==> config.mk <==
export PLATFORM = sky130hd
export DESIGN_NAME = usb_mouse_enum
export DESIGN_NICKNAME = d
export VERILOG_FILES = /design/src/usb_mouse_pkg.sv /design/src/report_if.sv /design/src/usb_mouse_enum.sv /design/src/report_fifo.sv
export SDC_FILE = /design/constraint.sdc
export NUM_CORES = 1
export LEC_CHECK = 0
export BUFFER_PORTS_ARGS = -buffer_cell sky130_fd_sc_hd__buf_2
export CORE_ASPECT_RATIO = 0.8
export CORE_UTILIZATION = 50
export DETAILED_ROUTE_END_ITERATION = 6
export PLACE_DENSITY = 0.73
export SLEW_MARGIN = 20
export SYNTH_ARGS = -nofsm -noshare
export SYNTH_HDL_FRONTEND = slang
export SYNTH_SLANG_ARGS = --single-unit
==> constraint.sdc <==
create_clock -name core_clk_i -period 5 [get_ports core_clk_i]
set_input_delay 1 -clock core_clk_i [delete_from_list [all_inputs] [get_ports core_clk_i]]
set_output_delay 1 -clock core_clk_i [all_outputs]
set_load 0.05 [all_outputs]
==> src/usb_mouse_pkg.sv <==
// Shared constants and types for the low-speed mouse attach and enumeration
package usb_mouse_pkg;
   localparam int unsigned CLK_HZ          = 100_000_000;
   localparam int unsigned LS_BIT_HZ       = 1_500_000;
   localparam int unsigned BIT_CYC         = CLK_HZ / LS_BIT_HZ;
   localparam logic [6:0]  DEFAULT_ADDR    = 7'h00;
   localparam logic [3:0]  EP_CTRL         = 4'h0;
   localparam logic [3:0]  EP_DATA         = 4'h1;
   localparam logic [7:0]  NUM_DATA_EP     = 8'h02;
   localparam logic [7:0]  REQ_GET_DESC    = 8'h06;
   localparam logic [7:0]  REQ_SET_ADDR    = 8'h05;
   localparam logic [7:0]  REQ_SET_CONFIG  = 8'h09;
   localparam logic [7:0]  REQ_SET_PROTO   = 8'h0b;
   localparam logic [2:0]  BOOT_LEN        = 3'h3;
   localparam logic [2:0]  REPORT_LEN      = 3'h4;
   localparam int unsigned FIFO_W          = 32;
   localparam int unsigned FIFO_D          = 16;
   localparam logic [1:0]  HS_ACK          = 2'h0;
   localparam logic [1:0]  HS_NAK          = 2'h1;
   localparam logic [1:0]  HS_DATA         = 2'h2;
   localparam logic [1:0]  HS_NONE         = 2'h3;

   typedef enum logic [4:0] {
      ST_ATTACH  = 5'b00001,
      ST_DEFAULT = 5'b00010,
      ST_ADDRPND = 5'b00100,
      ST_ADDRESS = 5'b01000,
      ST_CONFIG  = 5'b10000
   } dev_state_t;
endpackage

==> src/report_if.sv <==
// Report stream carrier between the motion collector and the report FIFO
interface report_if;
   logic [31:0] data;
   logic        valid;
   logic        ready;
   modport src  (output data, output valid, input ready);
   modport sink (input data, input valid, output ready);
endinterface

==> src/usb_mouse_enum.sv <==
// Device-side attach, enumeration and endpoint 1 report control
// Contract
// A setting chooses engine or firmware direct control of D+ and D-.
// After attach, ignore all bus traffic until the first bus reset.
// Pull up D- to announce low speed; signal at 1.5 Mbps.
// Host drives bus reset before any configuration traffic.
// Answer SETUP descriptor requests; host then assigns a unique address.
// After addressing answer only the new address; keep serving descriptors.
// Descriptors report two data endpoints.
// Send endpoint 1 data only when configured and new data exists.
// Accept reset or reconfiguration anytime and restart the sequence.
// Endpoint 0 is the default control channel from power-up.
// When idle, answer endpoint 1 IN with NAK.
// Store a new address; apply it after the status stage.
// Boot reports are three bytes; report protocol adds wheel byte four.
// Bus reset returns default address and disables endpoint 1.
// Hold pending motion and buttons until reports can be sent.
module usb_mouse_enum
   import usb_mouse_pkg::*;
(
   input  wire logic        core_clk_i,
   input  wire logic        rst_i,
   input  wire logic        fw_pin_ctrl_i,
   input  wire logic        fw_dp_i,
   input  wire logic        fw_dm_i,
   input  wire logic        fw_oe_i,
   input  wire logic        sie_dp_i,
   input  wire logic        sie_dm_i,
   input  wire logic        sie_oe_i,
   input  wire logic        dp_i,
   input  wire logic        dm_i,
   output logic             dp_o,
   output logic             dm_o,
   output logic             dp_oe_o,
   output logic             dm_oe_o,
   output logic             dm_pullup_o,
   output logic             bit_stb_o,
   input  wire logic        bus_reset_i,
   input  wire logic        tok_valid_i,
   input  wire logic [1:0]  tok_pid_i,
   input  wire logic [6:0]  tok_addr_i,
   input  wire logic [3:0]  tok_ep_i,
   input  wire logic [7:0]  setup_req_i,
   input  wire logic [7:0]  setup_val_i,
   input  wire logic        status_done_i,
   output logic             tok_accept_o,
   output logic [1:0]       hs_o,
   output logic [3:0]       hs_ep_o,
   output logic [31:0]      tx_data_o,
   output logic [2:0]       tx_len_o,
   output logic [7:0]       num_data_ep_o,
   output logic [6:0]       dev_addr_o,
   output logic             configured_o,
   output logic             boot_proto_o,
   input  wire logic        mot_valid_i,
   input  wire logic [7:0]  mot_btn_i,
   input  wire logic [7:0]  mot_dx_i,
   input  wire logic [7:0]  mot_dy_i,
   input  wire logic [7:0]  mot_dz_i,
   output logic             mot_ready_o
);
   // Token pid codes: 0 SETUP, 1 IN, 2 OUT
   localparam logic [1:0] PID_SETUP = 2'h0;
   localparam logic [1:0] PID_IN    = 2'h1;

   dev_state_t  state_r;
   dev_state_t  state_nxt;
   logic [6:0]  addr_r;
   logic [6:0]  pend_addr_r;
   logic        boot_r;
   logic [1:0]  hs_r;
   logic [3:0]  hs_ep_r;
   logic [31:0] tx_r;
   logic [2:0]  len_r;
   logic [7:0]  bitcnt_r;
   logic        bit_r;
   logic [7:0]  acc_btn_r;
   logic [7:0]  acc_x_r;
   logic [7:0]  acc_y_r;
   logic [7:0]  acc_z_r;
   logic        acc_pend_r;
   logic [31:0] fifo_data;
   logic        fifo_valid;

   report_if rpt ();

   // Pin ownership select
   assign dp_o    = fw_pin_ctrl_i ? fw_dp_i : sie_dp_i;
   assign dm_o    = fw_pin_ctrl_i ? fw_dm_i : sie_dm_i;
   wire   drv_oe  = fw_pin_ctrl_i ? fw_oe_i : sie_oe_i;
   // Engine may only drive after the first bus reset
   wire   live    = (state_r != ST_ATTACH);
   assign dp_oe_o = drv_oe && (live || fw_pin_ctrl_i);
   assign dm_oe_o = dp_oe_o;
   assign dm_pullup_o = 1'b1;

   // Low-speed bit-time strobe
   always_ff @(posedge core_clk_i or posedge rst_i) begin
      if (rst_i) begin
         bitcnt_r <= '0;
         bit_r    <= 1'b0;
      end else if (bitcnt_r == 8'(BIT_CYC - 1)) begin
         bitcnt_r <= '0;
         bit_r    <= 1'b1;
      end else begin
         bitcnt_r <= bitcnt_r + 8'h01;
         bit_r    <= 1'b0;
      end
   end
   assign bit_stb_o = bit_r;

   // Address match, endpoint 0 usable after the first bus reset, endpoint 1 once configured
   wire addr_hit = live && (tok_addr_i == addr_r);
   wire ep0_hit  = addr_hit && (tok_ep_i == EP_CTRL);
   wire ep1_hit  = addr_hit && (tok_ep_i == EP_DATA) &&
                   (state_r == ST_CONFIG);
   wire take     = tok_valid_i && (ep0_hit || ep1_hit) &&
                   !bus_reset_i;
   assign tok_accept_o = take;

   wire is_setup = take && ep0_hit && (tok_pid_i == PID_SETUP);
   wire set_addr = is_setup && (setup_req_i == REQ_SET_ADDR);
   wire set_cfg  = is_setup && (setup_req_i == REQ_SET_CONFIG);
   wire set_prot = is_setup && (setup_req_i == REQ_SET_PROTO);
   wire ep1_in   = take && ep1_hit && (tok_pid_i == PID_IN);
   wire ep1_pop  = ep1_in && fifo_valid;

   always_comb begin
      state_nxt = state_r;
      unique case (state_r)
         ST_ATTACH: begin
            if (bus_reset_i) state_nxt = ST_DEFAULT;
         end
         ST_DEFAULT: begin
            if (set_addr) state_nxt = ST_ADDRPND;
         end
         ST_ADDRPND: begin
            if (status_done_i) begin
               state_nxt = (pend_addr_r == DEFAULT_ADDR) ?
                           ST_DEFAULT : ST_ADDRESS;
            end
         end
         ST_ADDRESS: begin
            if (set_addr) state_nxt = ST_ADDRPND;
            else if (set_cfg && setup_val_i != 8'h00)
               state_nxt = ST_CONFIG;
         end
         ST_CONFIG: begin
            if (set_cfg && setup_val_i == 8'h00)
               state_nxt = ST_ADDRESS;
            else if (set_addr) state_nxt = ST_ADDRPND;
         end
      endcase
      if (bus_reset_i && state_r != ST_ATTACH)
         state_nxt = ST_DEFAULT;
   end

   always_ff @(posedge core_clk_i or posedge rst_i) begin
      if (rst_i) begin
         state_r     <= ST_ATTACH;
         addr_r      <= DEFAULT_ADDR;
         pend_addr_r <= DEFAULT_ADDR;
         boot_r      <= 1'b1;
      end else begin
         state_r <= state_nxt;
         if (bus_reset_i) begin
            addr_r <= DEFAULT_ADDR;
            boot_r <= 1'b1;
         end else begin
            if (set_addr) pend_addr_r <= setup_val_i[6:0];
            if (state_r == ST_ADDRPND && status_done_i)
               addr_r <= pend_addr_r;
            if (set_prot) boot_r <= (setup_val_i == 8'h00);
         end
      end
   end

   // Handshake and data answer registered one cycle after the token
   always_ff @(posedge core_clk_i or posedge rst_i) begin
      if (rst_i) begin
         hs_r    <= HS_NONE;
         hs_ep_r <= 4'h0;
         tx_r    <= '0;
         len_r   <= 3'h0;
      end else if (!take) begin
         hs_r    <= HS_NONE;
      end else begin
         hs_ep_r <= tok_ep_i;
         if (ep1_in && !fifo_valid) begin
            hs_r <= HS_NAK;
         end else if (ep1_in) begin
            hs_r  <= HS_DATA;
            tx_r  <= boot_r ? {8'h00, fifo_data[23:0]} : fifo_data;
            len_r <= boot_r ? BOOT_LEN : REPORT_LEN;
         end else if (tok_pid_i == PID_IN) begin
            hs_r  <= HS_DATA;
            tx_r  <= {24'h0, NUM_DATA_EP};
            len_r <= 3'h1;
         end else begin
            hs_r <= HS_ACK;
         end
      end
   end

   // Motion accumulator: merges deltas while the FIFO is stalled
   wire acc_push = acc_pend_r && rpt.ready &&
                   (state_r == ST_CONFIG);
   always_ff @(posedge core_clk_i or posedge rst_i) begin
      if (rst_i) begin
         acc_btn_r  <= 8'h00;
         acc_x_r    <= 8'h00;
         acc_y_r    <= 8'h00;
         acc_z_r    <= 8'h00;
         acc_pend_r <= 1'b0;
      end else if (mot_valid_i) begin
         acc_btn_r  <= mot_btn_i;
         acc_x_r    <= (acc_push ? 8'h00 : acc_x_r) + mot_dx_i;
         acc_y_r    <= (acc_push ? 8'h00 : acc_y_r) + mot_dy_i;
         acc_z_r    <= (acc_push ? 8'h00 : acc_z_r) + mot_dz_i;
         acc_pend_r <= 1'b1;
      end else if (acc_push) begin
         acc_x_r    <= 8'h00;
         acc_y_r    <= 8'h00;
         acc_z_r    <= 8'h00;
         acc_pend_r <= 1'b0;
      end
   end
   assign mot_ready_o = 1'b1;
   assign rpt.data  = {acc_z_r, acc_y_r, acc_x_r, acc_btn_r};
   assign rpt.valid = acc_push;

   report_fifo #(
      .W (FIFO_W),
      .D (FIFO_D)
   ) u_fifo (
      .core_clk_i  (core_clk_i),
      .rst_i       (rst_i),
      .in_s        (rpt),
      .out_data_o  (fifo_data),
      .out_valid_o (fifo_valid),
      .out_ready_i (ep1_pop),
      .flush_i     (bus_reset_i)
   );

   assign hs_o          = hs_r;
   assign hs_ep_o       = hs_ep_r;
   assign tx_data_o     = tx_r;
   assign tx_len_o      = len_r;
   assign num_data_ep_o = NUM_DATA_EP;
   assign dev_addr_o    = addr_r;
   assign configured_o  = (state_r == ST_CONFIG);
   assign boot_proto_o  = boot_r;
endmodule

==> src/report_fifo.sv <==
// Parameterised FIFO holding pending reports
module report_fifo #(
   parameter int unsigned W = 32,
   parameter int unsigned D = 16
) (
   input  wire logic         core_clk_i,
   input  wire logic         rst_i,
   report_if.sink            in_s,
   output logic [W-1:0]      out_data_o,
   output logic              out_valid_o,
   input  wire logic         out_ready_i,
   input  wire logic         flush_i
);
   localparam int unsigned AW = $clog2(D);
   logic [W-1:0] mem [D];
   logic [AW:0]  wr_r;
   logic [AW:0]  rd_r;
   wire          full  = (wr_r[AW] != rd_r[AW]) &&
                         (wr_r[AW-1:0] == rd_r[AW-1:0]);
   wire          empty = (wr_r == rd_r);
   wire          push  = in_s.valid && !full;
   wire          pop   = out_ready_i && !empty;

   assign in_s.ready  = !full;
   assign out_valid_o = !empty;
   assign out_data_o  = mem[rd_r[AW-1:0]];

   always_ff @(posedge core_clk_i) begin
      if (push) begin
         mem[wr_r[AW-1:0]] <= in_s.data;
      end
   end

   always_ff @(posedge core_clk_i or posedge rst_i) begin
      if (rst_i) begin
         wr_r <= '0;
         rd_r <= '0;
      end else if (flush_i) begin
         wr_r <= '0;
         rd_r <= '0;
      end else begin
         if (push) wr_r <= wr_r + 1'b1;
         if (pop)  rd_r <= rd_r + 1'b1;
      end
   end
endmodule

Word-level counts from Yosys, hierarchy flattened:

Memory sizes are Yosys's and may differ from the RTL's.
Index checks and enable logic that the tools add are counted.

* register bits after elaboration: 113
* RAM bits: 512
* input bits: 76
* output and inout port bits: 66
* memories kept: 1

Memories
* u_fifo.mem: depth 16, width 32, rd ports 1, clocked after memory_dff 0, write ports 1, line report_fifo.sv:15 `logic [W-1:0] mem [D];`

* $add $sub $neg: 6
* equal/unequal tests: 19
* mux-type cells: 42
* bitwise logic cells: 2
* reduce and logical (&&, ||, !) cells: 44

Operator list (count)
* 2-to-1 mux 32 bit: 3
* 2-to-1 mux 8 bit: 7
* 2-to-1 mux 5 bit: 11
* logical AND 1 bit: 25
* one-hot mux 5 bit (5 select lines): 1
* adder 8 bit: 3
* equality test 8 x 4 -> 1 bit (second input constant): 2
* 2-to-1 mux 7 bit: 2
* nonzero test 2 bit: 6
* adder 5 x 1 -> 5 bit (second input constant): 2
* 2-to-1 mux 1 bit: 10
* 2-to-1 mux 3 bit: 3
* adder 8 x 1 -> 8 bit (second input constant): 1
* equality test 8 x 3 -> 1 bit (second input constant): 1
* equality test 8 x 7 -> 1 bit (second input constant): 1
* logical NOT 8 bit: 1
* 2-to-1 mux 2 bit: 4
* nonzero test 8 bit: 1
* equality test 7 bit: 1
* logical NOT 7 bit: 1
* inequality test 3 bit (second input constant): 2
* AND reduction 3 bit: 2
* equality test 5 x 1 -> 1 bit (second input constant): 1
* equality test 5 x 2 -> 1 bit (second input constant): 1
* 17 further kinds: 21

Depth between registers and ports, before layout:

Gate-level depths: netlist (run 1).

* word-level depth: 15
* mapped depth: 15

Hierarchy:

From an unflattened synthesis (run 1), not the netlist that was laid out.

* cell total of the unflattened synthesis: 1429
* area total of the unflattened synthesis: 25678.4 µm²

By module, submodules not included
* report_fifo: times used 1, cells an instance 945, area each 20333.3 µm², seq. area each 15625.0 µm²
* usb_mouse_enum: times used 1, cells an instance 484, area each 5345.1 µm², seq. area each 2582.5 µm²

Worst setup path after synthesis (run 1):

OpenSTA, ideal clock, no wires.

* kind: reg-to-reg
* from: register state_r[1]
* to: memory u_fifo.mem[0][0] (enable)
* setup time: 513 ps
* arrival: 4870 ps
* required time: 4487 ps
* setup slack: -383 ps
* stages on the path, launching flop included: 8
* buffers on the path: 3
* period minus slack after synthesis: 5383 ps
* cell sequence: dfrtp_1 -> buf_6 -> nor4_4 -> nand3_1 -> a21o_1 -> buf_2 -> buf_2 -> nor4b_1

* word-level cells in the longest chain between the ends: 5

RTL lines
* from (decl): line usb_mouse_enum.sv:66 `dev_state_t state_r;`
* from (signal assigned): line usb_mouse_enum.sv:165 `state_r <= state_nxt;`
* equality test 5 bit: line usb_mouse_enum.sv:207 `(state_r == ST_CONFIG);`
* logical AND 1 bit: line usb_mouse_enum.sv:206 `wire acc_push = acc_pend_r && rpt.ready &&`
* logical AND 1 bit: line report_fifo.sv:21 `wire push = in_s.valid && !full;`
* 2-to-1 mux 1 bit: line report_fifo.sv:29 `if (push) begin`
* 2-to-1 mux 1 bit (implied by the code): line report_fifo.sv:30 `mem[wr_r[AW-1:0]] <= in_s.data;`
* to (decl): line report_fifo.sv:15

No other way between the ends.

Worst setup path after layout (run 1):

* from: register u_fifo.wr_r[3]
* to: register acc_x_r[6]

* word-level cells in the longest chain between the ends: 8

RTL lines
* from (decl): line report_fifo.sv:16 `logic [AW:0] wr_r;`
* from (signal assigned): line report_fifo.sv:42 `if (push) wr_r <= wr_r + 1'b1;`
* equality test 4 bit (*): line report_fifo.sv:19 `(wr_r[AW-1:0] == rd_r[AW-1:0]);`
* logical AND 1 bit (*): line report_fifo.sv:18 `wire full = (wr_r[AW] != rd_r[AW]) &&`
* logical NOT 1 bit (*): line report_fifo.sv:24 `assign in_s.ready = !full;`
* logical AND 1 bit (*) (2 in series): line usb_mouse_enum.sv:206
* 2-to-1 mux 8 bit (*)
* adder 8 bit: line usb_mouse_enum.sv:217 `acc_x_r <= (acc_push ? 8'h00 : acc_x_r) + mot_dx_i;`
* 2-to-1 mux 8 bit (*): line usb_mouse_enum.sv:215 `end else if (mot_valid_i) begin`
* to (signal assigned): line usb_mouse_enum.sv:217
* to (decl): line usb_mouse_enum.sv:78 `logic [7:0] acc_x_r;`

Every way passes the cells marked *; elsewhere a longest branch is shown, timed or not.
A chain may end at the register's enable or synchronous reset.

==> results of run 1 <==
final timing paths:
kind                                      from             end  slack (ns)  cells past startpoint
worst max register to register  u_fifo.wr_r[3]      acc_x_r[6]        0.72                     14
worst max-delay path            u_fifo.wr_r[3]      acc_x_r[6]        0.72                     14
worst min register to register     bitcnt_r[7]     bitcnt_r[7]        0.48                      1
max in group asynchronous                rst_i  u_fifo.rd_r[1]        3.36                      3
min in group asynchronous                rst_i     tx_len_o[2]        0.49                      2
worst min-delay path               bitcnt_r[7]     bitcnt_r[7]        0.48                      1
final cells by class:
| cell class | instances | area (sq um) | share of cell area |
|---|---|---|---|
| Clock buffer | 74 | 1550 | 0.0537 |
| Clock inverter | 33 | 368 | 0.0127 |
| Inverter | 53 | 201 | 0.00697 |
| Multi-Input combinational cell | 617 | 6760 | 0.234 |
| Sequential cell | 625 | 18200 | 0.630 |
| Tap cell | 675 | 845 | 0.0292 |
| Timing Repair Buffer | 169 | 961 | 0.0332 |
critical path, cell delays in order, from the launching register on:
cell	delay (ns)
dfrtp_1	0.77
xor2_1	0.15
nor4_2	0.59
a21o_1	0.55
buf_12	0.25
and2_1	0.17
ha_1	0.17
inv_1	0.06
fa_1	0.43
nor2b_1	0.12
o21ai_0	0.11
a21boi_0	0.27
o21a_1	0.17
o21ai_0	0.09
a31o_2	0.24
sequential cells by signal (all words and copies together) (netlist names), 2 cells and up:
register / cells
u_fifo.mem: 512
tx_data_o: 32
acc_btn_r: 8
acc_x_r: 8
acc_y_r: 8
acc_z_r: 8
bitcnt_r: 8
dev_addr_o: 7
pend_addr_r: 7
state_r: 5
u_fifo.rd_r: 5
u_fifo.wr_r: 5
hs_ep_o: 4
tx_len_o: 3
hs_o: 2
cells in the mapped netlist (14+ instances only):
| cell type | number |
|---|---|
| a21oi_1 | 17 |
| o21ai_0 | 38 |
| buf_2 | 24 |
| nand2_1 | 85 |
| mux4_2 | 160 |
| inv_1 | 52 |
| edfxtp_1 | 512 |
| ha_1 | 28 |
| xnor2_1 | 27 |
| xor2_1 | 14 |
| mux2_2 | 25 |
| and2_1 | 23 |
| dfrtp_1 | 109 |
| nor2_1 | 43 |
| clkbuf_1 | 24 |
| nand3_1 | 16 |
report_power, final:
part	switching (W)	leakage [nW]	internal [W]
clock	0.00189	0.934	0.00260
combinational	0.000442	3.17	0.000399
sequential	0.000481	6.05	0.00624
total	0.00281	10.2	0.00924
logic make-up (layout without fill, tap and decap cells):
group	after synthesis	after routing	synth area share
and+or+nand+nor	238	238	0.0481
AOI/OAI and AO/OA	99	99	0.0253
adders and majority gates	31	31	0.0161
xor gates and xnor gates	41	41	0.0141
DFF	625	625	0.716
muxes	198	198	0.158
other	2	10	0.000295
buffers and inverters	125	329	0.0221
layer usage:
| layer | global-route usage | part of all wire |
|---|---|---|
| met4 | 0.0594 | 0.019 |
| met1 | 0.306 | 0.43 |
| met2 | 0.350 | 0.49 |
| met3 | 0.0302 | 0.062 |
| met5 | 0 | 0 |
per-stage QoR:
step	instances	setup TNS, ns	utilization
finish	2246	0	0.579
detailed placement	2139	0	0.540
floorplan	1367	-46.92	-
global placement	2139	0	0.540
global route	2246	0	0.579
CTS	2246	0	0.579
==> impl_metrics.ini, run 1 <==
[clock_network]
cts-hold-fix-buffers = 0
post-cts-setup-buffers = 0
clock_sinks = 625
number_of_gates_resized_after_cts = 0
cts_max_path_buffers = 3
cts_buf_count = 57
worst_skew_pair.late_latency_ns = 0.62
htreeDepth = 2
cts.root.buffer_cell = clkbuf_16
tritoncts_clock_tree = built
cts.reportedPaths.clkPinSlew_ns = 0.06

[sta]
finalSetupViolCount = 0
grt_setup_unrepaired = no
setup_ws_ns = 0.722
max_freq_mhz = 234
final-hold-violation-count = 0
layout_worst_path_cycle_share = 0.856
fin_worst_skew_ns = 0.0168
final-max-slew-violation-count = 0
post_layout_minimum_cycle_time_ns = 4.28
fin_hold_ws_ns = 0.476
transition_at_the_pin_with_the_smallest_max_transition_slack_ns = 0.915
max_slew_margin = 0.390

[synthesis]
synth.yosys.seq_area_share = 0.716
async_flop_share = 0.181
synth.distinct_cells = 64
synth_top_flop_cell = edfxtp_1
postSynthCellCount = 1359
mappedNetlistArea_sq_um = 25400
post_synth.cell_area_avg_sq_um = 18.7
synth_area_leader_cell = edfxtp_1
synth.top_cells.by_area = edfxtp_1, mux4_2, dfrtp_1
synthDominantCellAreaShare = 0.605
synth_seq_cells = 625
number_of_enable_type_register_cells_in_the_synthesized_netlist = 512
ys_warn_count = 0

[job]
maxCapViolations = 0

[die]
fp.coreArea_sq_um = 50000
width_of_the_die_microns = 254
fp.dieArea_sq_um = 51800
start_util = 0.509
num_io_pins = 142
die_span_in_y_microns = 204
std_cell_rows = 73

[placed_design]
gp_congestion = 0.824
dp.final_hpwl_microns = 30900
io_buffer_count = 129
setup_slack_after_placement_ns = 0.745
cell_area_after_placement_sq_um = 27000

[power_and_ir_drop]
leakage_nw = 10.2
ir_worst_vdd_mv = 0.327
power.density_cell_area_nw_per_um2 = 417
power.total_w = 0.0120

[cells_and_area]
layout.nets = 1630
mostFrequentLayoutCells = edfxtp_1, mux4_2, buf_2, dfrtp_1, nand2_1
post_route_cells_drive_above_1_share = 0.303
finish.instance_area_sq_um = 28900
number_of_fillers_in_the_final_layout = 3670
areaGrowthSynthToFinish_pct = 13.7
antennaDiodeCount = 0
layout_commonest_cell = edfxtp_1

[critical_path]
worst_ep_required_time_ns = 5.51
crit_fanout = 22
type_of_the_worst_setup_path = flop to flop
cp-start-kind = flop
end_kind = flop
worstPathArrival_ns = 4.78

[detailed_routing]
num_vias = 13000
drt_drc_violations_left = 0
routed_via_density = 5.79
routed_wl_microns = 53100
drtPass1Iterations = 7
drt_first_iter_violations = 1189
wl_cell_microns = 23.7
antenna_left = 0

[grt]
first_pass_grt_wire_length_microns = 82100
grt_antenna_before_repair = 1
total_routing_usage_reported_by_global_routing = 0.215
grt-ovfl-total = 0
first_global_vias = 13400
grt_max_degree = 53

[run_status]
run_status = finished clean

[worst_hold_path]
min-delay-path-class = flop to flop
Power figures use the tool's default switching activity.
==> run 2, diff against run 1 <==
--- a/config.mk
+++ b/config.mk
@@ -6,6 +6,7 @@
 export NUM_CORES = 1
 export LEC_CHECK = 0
 export BUFFER_PORTS_ARGS = -buffer_cell sky130_fd_sc_hd__buf_2
+export CAP_MARGIN = 30
 export CORE_ASPECT_RATIO = 0.8
 export CORE_UTILIZATION = 50
 export DETAILED_ROUTE_END_ITERATION = 6
@@ -13,4 +14,5 @@
 export SLEW_MARGIN = 20
 export SYNTH_ARGS = -nofsm -noshare
 export SYNTH_HDL_FRONTEND = slang
+export SYNTH_HIERARCHICAL = 1
 export SYNTH_SLANG_ARGS = --single-unit
==> run 2 against run 1 <==
Combinational power rose by 19%. Highest routed layer unchanged. Clock skew is 0.014 ns higher. Core utilization grew 0.056 points. Register-to-register slack improved by 0.14 ns. Die area rose by 0.97%. Largest power group unchanged. Clock-buffer cell count down 7. Total power up 1.3%. Clock power is essentially flat. First-iteration DRC count is 2.5% lower.
==> impl_metrics.ini, run 2 <==
[detailed_routing]
antenna_left = 0
routed_via_density = 5.91
num_vias = 13600
wl_cell_microns = 23.7
drtPass1Iterations = 7
routed_wl_microns = 54600
drt_first_iter_violations = 1159
drt_drc_violations_left = 0

[critical_path]
worstPathArrival_ns = 4.64
cp-start-kind = flop
end_kind = flop
cell_family_with_most_cp_delay = compound AO/OA/AOI/OAI gates
number_of_buffer_and_inverter_stages_on_the_critical_path = 2
worst_ep_required_time_ns = 5.50
crit_fanout = 25
series_of_cell_instances_along_the_critical_path = xnor2_1, and4_1, nand2_1, nand3_1, buf_4, nand2_1, inv_1, ha_1, a211oi_1, o21ai_0, a2111oi_0, o31ai_1, nor3b_1, xnor2_1
critPathMaxStageDelay_ns = 0.65
type_of_the_worst_setup_path = flop to flop
critical_path.slowest_cell = a2111oi_0

[grt]
first_pass_grt_wire_length_microns = 82400
total_routing_usage_reported_by_global_routing = 0.210
grt_max_degree = 95
grt_antenna_before_repair = 2
first_global_vias = 13600
grt-ovfl-total = 0

[placed_design]
gp_congestion = 0.788
io_buffer_count = 129
cell_area_after_placement_sq_um = 27000
setup_slack_after_placement_ns = 0.949
dp.final_hpwl_microns = 30800

[sta]
max_freq_mhz = 242
grt_setup_unrepaired = no
post_layout_minimum_cycle_time_ns = 4.14
fin_hold_ws_ns = 0.374
max_slew_margin = 0.312
tns_ns = 0
final-hold-violation-count = 0
finalSetupViolCount = 0
transition_at_the_pin_with_the_smallest_max_transition_slack_ns = 1.03
setup_ws_ns = 0.861
final-max-slew-violation-count = 0
layout_worst_path_cycle_share = 0.828
fin_worst_skew_ns = 0.0309

[clock_network]
cts_buf_count = 58
cts.root.buffer_cell = clkbuf_16
post-cts-setup-buffers = 0
number_of_gates_resized_after_cts = 0
clock_sinks = 625
worst_skew_pair.late_latency_ns = 0.64
cts_max_path_buffers = 3
tritoncts_clock_tree = built
htreeDepth = 2
cts-hold-fix-buffers = 0
cts.reportedPaths.clkPinSlew_ns = 0.06

[synthesis]
ys_warn_count = 6
synth_seq_cells = 625
muxShareOfSynthArea = 0.132
synth.top_cells.by_area = edfxtp_1, mux4_2, dfrtp_1
number_of_enable_type_register_cells_in_the_synthesized_netlist = 512
synth_compound_gate_area_share = 0.0536
synth_top_flop_cell = edfxtp_1
simple_gate_share_of_the_synthesized_area = 0.0542
synthXorXnorAreaFrac = 0.00989
mappedNetlistArea_sq_um = 25700
synthDominantCellAreaShare = 0.599
synth_top_family_by_area = multiplexers
yosys.cell_count.top_type = edfxtp_1
synth.yosys.seq_area_share = 0.709
async_flop_share = 0.181
synth.distinct_cells = 73
synth_adder_area_share = 0.0160
postSynthCellCount = 1429
post_synth.cell_area_avg_sq_um = 18.0
synth_area_leader_cell = edfxtp_1
synth_commonest_cells = edfxtp_1, mux4_2, dfrtp_1, nand2_1, nor2_1

[cells_and_area]
layout_commonest_cell = edfxtp_1
antennaDiodeCount = 0
layout.nets = 1688
post_route_cells_drive_above_1_share = 0.280
flip_flop_count_of_the_largest_register_all_copies_and_words_added = 512
areaGrowthSynthToFinish_pct = 13.1
finish.instance_area_sq_um = 29000
mostFrequentLayoutCells = edfxtp_1, buf_2, mux4_2, dfrtp_1, nand2_1

[die]
std_cell_rows = 73
width_of_the_die_microns = 255
fp.dieArea_sq_um = 52300
num_io_pins = 142
die_span_in_y_microns = 205
fp.coreArea_sq_um = 50100
start_util = 0.512

[power_and_ir_drop]
ir_worst_vdd_mv = 0.246
leakage_nw = 10.2
power.total_w = 0.0122
power.density_cell_area_nw_per_um2 = 420

[job]
maxCapViolations = 0

[worst_hold_path]
min-delay-path-class = input port to asynchronous set/reset pin

[run_status]
run_status = finished clean
[run 2: changes by cell type after synthesis, moves of 10 or more]
cell,delta
nor2b_1,+30
a31oi_1,+30
a22o_1,+24
xnor2_1,-10
and3_1,+10
mux4_2,-32
o21ai_0,-14
a211oi_1,+36
inv_1,-21
[run 2: cell families after synthesis]
logic type,after synthesis
compound gates,186
buf+inv,112
simple gates,270
fa+ha+maj,31
other cells,2
flops,625
xor+xnor,29
mux,174
[run 2: metal layers]
| layer | wire length [microns] | track usage |
|---|---|---|
| met5 | 0 | 0 |
| met2 | 26200 | 0.342 |
| met1 | 23400 | 0.297 |
| met4 | 902 | 0.0538 |
| met3 | 4060 | 0.0363 |
[run 2: worst reg2reg max path: cells and delay by family (launching register included)]
kind / cells / cell delay (ns)
flip-flops: 1 / 0.48
AO/OA/AOI/OAI: 4 / 1.36
adder cells (fa/ha/maj): 1 / 0.25
buffers and inverters: 2 / 0.40
XOR/XNOR: 2 / 0.39
AND/OR/NAND/NOR: 5 / 1.14
[run 2: path summary, 6_finish.rpt]
path,cells past startpoint,end,startpoint,slack [ns]
hold / removal,2,hs_ep_o[0],rst_i,0.37
max in group asynchronous,4,state_r[2],rst_i,3.51
min in group core_clk_i,1,tx_len_o[2],tx_len_o[2],0.47
setup / recovery,14,acc_z_r[7],u_fifo/wr_r[2],0.86
hold reg to reg,1,tx_len_o[2],tx_len_o[2],0.47
setup reg to reg,14,acc_z_r[7],u_fifo/wr_r[2],0.86
[run 2: final cells by class]
type / instances / area [sq um]
clock buffers: 67 / 1510
clock inverters: 41 / 463
fillers: 3696 / 21100
inverters: 32 / 123
multi-input cells: 700 / 6880
flip-flops and latches: 625 / 18200
well taps: 675 / 845
repair buffers: 164 / 1000
[run 2: power breakdown]
part	internal [W]	switching, W	leakage (nW)
Sequential	0.00624	0.000452	6.06
Clock	0.00259	0.00193	0.975
Combinational	0.000446	0.000554	3.19
[run 2: metrics by stage]
step,util,cells
floorplan,-,1437
global placement,0.539,2195
detailed placement,0.539,2195
CTS,0.579,2303
global route,0.579,2304
finish,0.579,2304
